<file path="src/include/oob_flow_map.svh">
// Purpose: constants for the out-of-band flow-control transmitter
// Assumes: one system clock acting as the link reference clock
// Notes:   widths, counts and the crc seed used by the serializer
`ifndef OOB_FLOW_MAP_SVH
`define OOB_FLOW_MAP_SVH

`define OOB_MAX_CAL      192
`define OOB_SLICE_BITS   64
`define OOB_SLICES       3
`define OOB_LANES        12
`define OOB_IDX_W        8
`define OOB_CRC_W        4
`define OOB_CRC_SEED     4'hF
`define OOB_CRC_POLY     4'h3
`define OOB_CRC_LAST     2'h3
`define OOB_BLK_LAST     6'h3F

`endif

</file>
<file path="src/include/oob_flow_pkg.sv">
// Purpose: types shared by the flow-control transmitter
// Assumes: constants come from oob_flow_map.svh
// Notes:   link pins and health inputs travel as packed structs
`include "oob_flow_map.svh"

package oob_flow_pkg;

	// three link outputs that leave the device together
	typedef struct packed {
		logic clock;
		logic data;
		logic sync;
	} link_pins_t;

	// interface and per-lane health from user logic
	typedef struct packed {
		logic                   intf;
		logic [`OOB_LANES-1:0]  lanes;
	} health_t;

endpackage

</file>
<file path="src/oob_flow_transmitter.sv">
// Purpose: serial transmitter of per-channel xon/xoff and health status
// Assumes: clk doubles as link reference clock; rst synchronous, active high
// Notes:   one bit per forwarded clock period, crc-4 after every 64 data bits
// Operation
// - with status enable high, send interface and lane health in the frame
// - with status enable low, ignore health inputs and send no status bits
// - strobe bit 0 captures channel bits 63..0 plus lane and interface health
// - strobe bit k captures the next 64-bit channel slice
// - data goes out serially, source synchronous with the forwarded clock
// - sync output marks the start of each frame for receiver alignment
// - channel bit one means xon, zero means xoff
// - reset holds every transmitter circuit in its reset state
`timescale 1ns/1ps
`include "oob_flow_map.svh"

module oob_flow_transmitter (
	input  wire logic                              clk,
	input  wire logic                              rst,
	input  wire logic [`OOB_MAX_CAL-1:0]           channel_flow_bits,
	input  wire logic [`OOB_IDX_W-1:0]             calendar_length_minus_one,
	input  wire logic [3:0]                        lane_count_minus_one,
	input  wire logic                              status_enable,
	input  wire oob_flow_pkg::health_t             health,
	output logic      [`OOB_SLICES-1:0]            update,
	output oob_flow_pkg::link_pins_t               link
);
	import oob_flow_pkg::*;

	logic [`OOB_MAX_CAL-1:0] fc_hold;
	health_t                 health_hold;
	logic                    status_frame;
	logic [`OOB_IDX_W-1:0]   idx;
	logic [5:0]              blk;
	logic                    crc_mode;
	logic [1:0]              crc_cnt;
	logic                    frame_done;
	logic [`OOB_CRC_W-1:0]   crc;
	logic [`OOB_IDX_W-1:0]   nstat;
	logic [`OOB_IDX_W-1:0]   total;
	logic [`OOB_IDX_W-1:0]   cal_pos;
	logic                    next_bit;
	logic                    emit;
	logic                    fwd_clock;
	logic                    ser_data;
	logic                    ser_sync;

	// one crc-4 step, polynomial x^4 + x + 1
	function automatic logic [`OOB_CRC_W-1:0] crc_step(input logic [`OOB_CRC_W-1:0] c, input logic d);
		logic fb;
		fb = c[3] ^ d;
		crc_step = {c[2:0], 1'b0} ^ (fb ? `OOB_CRC_POLY : 4'h0);
	endfunction

	// status bits lead the frame only when enabled: interface, then lanes
	assign nstat   = status_frame ? (`OOB_IDX_W'(lane_count_minus_one) + 8'h02) : 8'h00;
	assign total   = nstat + calendar_length_minus_one;                      // last data index
	assign cal_pos = idx - nstat;

	// each pin has a single driving process; the struct is only packed here
	assign link    = '{clock: fwd_clock, data: ser_data, sync: ser_sync};
	assign emit    = link.clock;                                              // falling edge of forwarded clock

	// bit chosen from the latched copies, never from live inputs
	always_comb begin
		if (idx < nstat) begin
			next_bit = (idx == 8'h00) ? health_hold.intf : health_hold.lanes[4'(idx - 8'h01)];
		end else begin
			next_bit = fc_hold[cal_pos];
		end
	end

	// forwarded clock: toggles every reference cycle, so half its rate
	always_ff @(posedge clk) begin
		if (rst) begin
			fwd_clock <= 1'b0;
		end else begin
			fwd_clock <= ~fwd_clock;
		end
	end

	// strobes decoded from state, high in the low half of the link clock before the slice
	// leaves; a registered strobe would capture on the same edge that shifts the bit out
	always_comb begin
		update = '0;
		if (!rst && !link.clock && !crc_mode) begin
			update[0] = (idx == 8'h00);
			update[1] = (idx >= nstat) && (cal_pos == 8'h40);
			update[2] = (idx >= nstat) && (cal_pos == 8'h80);
		end
	end

	// capture at the end of a strobed cycle; status zeroed when disabled
	always_ff @(posedge clk) begin
		if (rst) begin
			fc_hold      <= '0;
			health_hold  <= '0;
			status_frame <= 1'b0;
		end else begin
			if (update[0]) begin
				fc_hold[63:0] <= channel_flow_bits[63:0];
				status_frame  <= status_enable;
				health_hold   <= status_enable ? health : '0;
			end
			if (update[1]) begin
				fc_hold[127:64] <= channel_flow_bits[127:64];
			end
			if (update[2]) begin
				fc_hold[191:128] <= channel_flow_bits[191:128];
			end
		end
	end

	// serializer: data bits, crc after 64 bits or frame end, then repeat
	always_ff @(posedge clk) begin
		if (rst) begin
			idx        <= '0;
			blk        <= '0;
			crc_mode   <= 1'b0;
			crc_cnt    <= '0;
			frame_done <= 1'b0;
			crc        <= `OOB_CRC_SEED;
			ser_data   <= 1'b0;
			ser_sync   <= 1'b0;
		end else if (emit) begin
			if (crc_mode) begin
				ser_data  <= crc[2'(`OOB_CRC_LAST - crc_cnt)];
				ser_sync  <= 1'b0;
				crc_cnt   <= crc_cnt + 2'h1;
				if (crc_cnt == `OOB_CRC_LAST) begin
					crc_mode <= 1'b0;
					crc      <= `OOB_CRC_SEED;
					blk      <= '0;
					if (frame_done) begin
						idx        <= '0;
						frame_done <= 1'b0;
					end
				end
			end else begin
				ser_data  <= next_bit;
				ser_sync  <= (idx == 8'h00);
				crc       <= crc_step(crc, next_bit);
				blk       <= blk + 6'h01;
				idx       <= idx + 8'h01;
				if (idx == total || blk == `OOB_BLK_LAST) begin
					crc_mode   <= 1'b1;
					crc_cnt    <= '0;
					frame_done <= (idx == total);
				end
			end
		end
	end
endmodule

</file>
<file path="config.mk">
export PLATFORM = sky130hd
export DESIGN_NAME = oob_flow_transmitter
export DESIGN_NICKNAME = d
export VERILOG_FILES = /design/src/include/oob_flow_pkg.sv /design/src/oob_flow_transmitter.sv
export VERILOG_INCLUDE_DIRS = /design/src /design/src/include
export SDC_FILE = /design/constraint.sdc
export NUM_CORES = 1
export LEC_CHECK = 0
export ABC_AREA = 1
export BUFFER_PORTS_ARGS = -buffer_cell sky130_fd_sc_hd__buf_2
export CORE_AREA = 2 2 172 174
export CTS_BUF_LIST = sky130_fd_sc_hd__clkbuf_8
export DETAILED_ROUTE_END_ITERATION = 12
export DIE_AREA = 0 0 174 176
export GPL_ROUTABILITY_DRIVEN = 0
export PLACE_DENSITY = 0.61
export SLEW_MARGIN = 20
export SYNTH_ARGS = -nofsm -noshare
export SYNTH_HDL_FRONTEND = slang
export SYNTH_SLANG_ARGS = --single-unit
</file>
<file path="constraint.sdc">
create_clock -name clk -period 7.98 [get_ports clk]
set_clock_uncertainty 0.15 [all_clocks]
set_input_delay 0.798 -clock clk [delete_from_list [all_inputs] [get_ports clk]]
set_output_delay 0.798 -clock clk [all_outputs]
set_load 0.01 [all_outputs]
</file>
# == Yosys cells after proc, flatten, opt, wreduce, memory -nomap -nowiden ==
# Index checks and enable logic that the tools add are counted.
# op_classes
order_cmp,5
n_eq_ne,7
reduce_logical,14
bitwise,3
muxes,29
add_sub_neg,8
# ops
operator,n
$mux W8,3
$mux W1,13
$mux W13,1
$mux W6,2
$lt A8 B9 Y1 const B,1
$add A5 B8 Y8,1
$add A8 B1 Y8 const B,1
$bmux W1 S8,1
$eq A8 B7 Y1 const B,1
$eq A8 B8 Y1,1
$eq A8 B8 Y1 const B,1
$ge A8 B5 Y1,1
$logic_not A8 Y1,1
$lt A8 B5 Y1,1
$mux W4,2
$sub A8 B5 Y8,1
$add A6 B1 Y6 const B,1
$eq A6 B6 Y1 const B,1
$mux W2,3
$reduce_and A3 Y1,2
$add A4 B2 Y5 const B,1
$lt A4 B5 Y1 const B,1
$mux W5,1
$bmux W1 S4,1
other kinds (16),23
# word_totals
register_bits,231
in_bits,220
out_inout_bits,6

# == Logic depth before layout (Yosys ltp) ==
# depth
word_depth,10
ltp_mapped,24
depth_no_buf,23

# == Worst setup path after synthesis ==
# No wires, ideal clock.
# synth_timing
path_type,input-to-output
startpoint,in lane_count_minus_one[1]
endpoint,out update[2]
arrival_ps,2947
path_buffers,2
path_slack_ps,4085
stages,15
cell_sequence,ha_1 -> nand2_1 -> inv_1 -> nor3_1 -> inv_1 -> ha_1 -> a21oi_1 -> o21ai_2 -> nand2_1 -> nand2_2 -> xor2_4 -> inv_1 -> nor3_4 -> buf_6 -> buf_2
# synth_between
elab_chain_cells,6
word_cells_on_any_way,7
cone_classes,add/sub (2); order compare (1); eq/ne (1); mux (2); reduce/logical (1)
# synth_lines
item,line_no,rtl
start: declaration,oob_flow_transmitter.sv:21,"input wire logic [3:0] lane_count_minus_one,"
$add A4 B2 Y5 (no line) *,--,
$mux W5 *,oob_flow_transmitter.sv:55,assign nstat = status_frame ? (`OOB_IDX_W'(lane_count_minus_one) + 8'h02) : 8'h00;
$sub A8 B5 Y8,oob_flow_transmitter.sv:57,assign cal_pos = idx - nstat;
$eq A8 B8 Y1,oob_flow_transmitter.sv:88,update[2] = (idx >= nstat) && (cal_pos == 8'h80);
$logic_and A1 B1 Y1 *,oob_flow_transmitter.sv:88,
$mux W3 *,oob_flow_transmitter.sv:85,if (!rst && !link.clock && !crc_mode) begin
end: declaration,oob_flow_transmitter.sv:24,"output logic [`OOB_SLICES-1:0] update,"
# Mark *: on every way between the ends. The rest lies on a longest branch, timed or not.

# == Final worst setup path ==
# layout_timing
startpoint,reg idx[0]
endpoint,out update[1]
# layout_between
elab_chain_cells,4
word_cells_on_any_way,5
cone_classes,add/sub (1); order compare (1); eq/ne (1); mux (1); reduce/logical (1)
# layout_lines
item,line_no,rtl
start: declaration,oob_flow_transmitter.sv:32,logic [`OOB_IDX_W-1:0] idx;
start signal: assignment,oob_flow_transmitter.sv:143,idx <= idx + 8'h01;
$sub A8 B5 Y8,oob_flow_transmitter.sv:57,
$eq A8 B7 Y1,oob_flow_transmitter.sv:87,update[1] = (idx >= nstat) && (cal_pos == 8'h40);
$logic_and A1 B1 Y1 *,oob_flow_transmitter.sv:87,
$mux W3 *,oob_flow_transmitter.sv:85,
# Marks and branches as above.

==> summary.txt <==
Outcome
  • Status: finished clean

Final layout
  • Area grow syn2layout: 17.2%
  • Nets: around 2100
  • Share of cells above drive strength 1: 17.4%
  • Fillers: 3031

GRT
  • Largest net degree at the start of global routing: about 130
  • First-pass GRT wire length: 53200 µm
  • Vias in the first global route: 10392
  • GRT Util Overall: 21.2%
  • Grt ovf: 0
  • Antenna violations before repair: 4

Worst setup path
  • Crit path largest cell delay: ~730 ps
  • Crit-path cells: inv_1 > ha_4 > inv_1 > fa_2 > xnor2_4 > inv_4 > nor4_2 > nand3_1 > a21oi_2 > nand2_2 > nor3_4 > buf_4 > buf_2
  • Critical path startpoint: idx[0]
  • Critical path peak fanout: 32
  • Worst flop-to-flop path endpoint: fc_hold[126]
  • Crit path launch type: flop
  • CP Data Arrival Time: 4840 ps
  • FF-to-FF setup slack: about 3000 ps
  • Reg2Reg Depth: 15
  • Top cell by count, worst path: inv_1
  • Crit-path slowest cell: nor3_4
  • CP bufs+invs: 5
  • Worst EP required: 7030 ps
  • Critical path class: flop to primary output
  • Critical Path Sink Type: primary output
  • RR Startpoint: idx[0]
  • Top delay family on crit path: buffers and inverters

Routing
  • Routed vias: 11125
  • DRC: 0
  • Via density per instance: 4.92
  • First-pass DRT Iterations: 7
  • Drt wl/cell: 14.7 µm
  • DRT iter0 DRCs: 968
  • Post-route ant nets: 0
  • Total Wirelength: 33200 µm

Power
  • Peak supply drop: around 0.094 mV
  • Total chip power: 2910 µW
  • PwrDens: 219 nW/µm²
  • Lkg Pwr: 0.00628 µW

Synthesis
  • Ys async rst share: 0%
  • Synth top area cells: dfxtp_1 41%, nand2_1 12%, nor2_1 9.0%
  • Yosys top cell by area: dfxtp_1
  • Synth top cells by count: 373 x nand2_1, 274 x nor2_1, 231 x dfxtp_1
  • Top_reg_cell synth: dfxtp_1
  • Synthesized flop and latch total: 231
  • Mean Syn Cell Area: just under 7 µm²
  • Cell with the most instances after synthesis: nand2_1
  • EDFF count, synth: 0
  • Yosys top cell area share: about 41%
  • Synthesized net count: 1918
  • Post-Syn Area: 11400 µm²
  • Register area share after synthesis: 40.7%
  • Ys Warns: 0
  • Synth Instances: 1681
  • Synth unique cells: 42

Hold path
  • Hold Path Class: flop to flop
  • Hold_sp: health_hold[1]
  • Worst Hold Path EP: health_hold[1]
  • WHS Path Cells: 2

CTS
  • Hold Buf Count CTS: 0
  • TritonCTS Sinks: 231
  • H-tree Lvls: 2
  • Clock slew at reported path FFs: 50 ps
  • Clock root cell: clkbuf_8
  • CTS tree: yes
  • Post-CTS Setup Bufs: 0
  • Worst-Skew Late Latency: 540 ps
  • Longest Clk Path Bufs: 3
  • Cts bufs inserted: 43
  • Post-CTS resize count: 0

Floorplanning
  • I/O pin count: between 200 and 250
  • Die W: 174 µm
  • Area of the die: approximately 30000 µm²
  • FP Rows: 62
  • Die Y-Extent: 176 µm
  • Initial core utilization: 39.8%
  • Core ar.: 28500 µm²

Timing
  • RSZ-0062 raised after global routing: no
  • Minimum clock period: between 5000 and 6000 ps
  • Slew HR: a little under a quarter
  • Final Hold Violating Endpoints: 0
  • Fmax: approximately 170 MHz
  • Tcrit/Tclk final: 72.5%
  • Worst slew pin tran: 1160 ps
  • Hold slack: 312 ps
  • Final setup viols: 0
  • Fin. max-slew vios: 0
  • Final Worst Setup Slack: 2190 ps
  • Final setup TNS: 0 ps

Placed design
  • Post-DP HPWL: ~21000 µm
  • Pre-CTS worst setup slack: 2390 ps
  • Port bufs: roughly 230

Run
  • Max_cap viols: 0
[logic make-up (layout without fill, tap and decap cells)]
kind of cell    count (synthesis)  in the layout  synth area share (%)
compound gates                331            331                  15.4
other cells                     0              2                     0
buf+inv                       242            437                  9.60
simple gates                  842            842                  30.5
xor+xnor                       16             16                  1.56
flops                         231            231                  40.7
fa+ha+maj                      17             17                  2.00
mux                             2              2                 0.176
[where the power goes]
group | switching (µW) | internal, µW
logic | 357 | 183
registers | 30.8 | 1220
clock network | 496 | 631
total | 884 | 2030
[routing by layer]
| metal | vias up | wire length [µm] | track usage, % |
|---|---|---|---|
| met3 | 46 | 2420 | 4.41 |
| met5 | - | 21 | 0 |
| met2 | 337 | 14400 | 32.5 |
| li1 | 5771 | - | - |
| met4 | 4 | 576 | 5.29 |
| met1 | 4967 | 15700 | 30.3 |
[flip-flops by register name (all words and copies together), names as in the netlist]
signal,count
health_hold,13
frame_done,1
status_frame,1
crc_cnt,2
ser_data,1
blk,6
crc_mode,1
idx,8
fc_hold,192
ser_sync,1
crc,4
emit,1
[layout by cell type (no fill, tap or decap), drive strengths merged, types with 3 or more instances in the layout]
master and count:
clkbuf 57, buf 234, o21ai 203, xnor2 7
nor2 274, a21oi 106, inv 140, dfxtp 231
o22ai 3, nand2 379, a211oi 11, nor3b 4
nor3 11, clkinv 6, xor2 9, nand3 163
ha 15, nand4 6, o211ai 4
[through the flow]
step / cell area, µm² / std cells / util, %
after floorplan: 11400 / 1681 / -
after detailed placement: 12500 / 2186 / 43.7
final: 13300 / 2262 / 46.7
after global routing: 13300 / 2260 / 46.7
after CTS: 13300 / 2260 / 46.6
after global placement: 12500 / 2186 / 43.7
[layout make-up]
type | instances | area (µm²) | area share [%]
Antenna cell | 2 | 5.00 | 0.0376
Clock buffer | 57 | 785 | 5.89
Clock inverter | 17 | 66.3 | 0.498
Inverter | 129 | 492 | 3.69
Multi-Input combinational cell | 1208 | 5670 | 42.6
Sequential cell | 231 | 4620 | 34.7
Tap cell | 384 | 480 | 3.61
Timing Repair Buffer | 234 | 1200 | 8.99
[worst reg2reg max path, delay by kind of cell, from the launching register on]
family | cells | cell delay, ps
adder cells (fa/ha/maj) | 2 | 590
flip-flops | 1 | 420
AND/OR/NAND/NOR | 5 | 1380
buffers and inverters | 5 | 1440
AO/OA/AOI/OAI | 2 | 190
XOR/XNOR | 1 | 690
[how the worst max path moves through the flow]
stage	slack, ps	to	cells after the start
finish	2190	update[1]	13
global route	1810	update[1]	13
CTS	2160	update[1]	13
detailed placement	2390	update[1]	13
global placement	2460	update[1]	13
floorplan	4080	update[2]	15
Power figures use the tool's default switching activity.
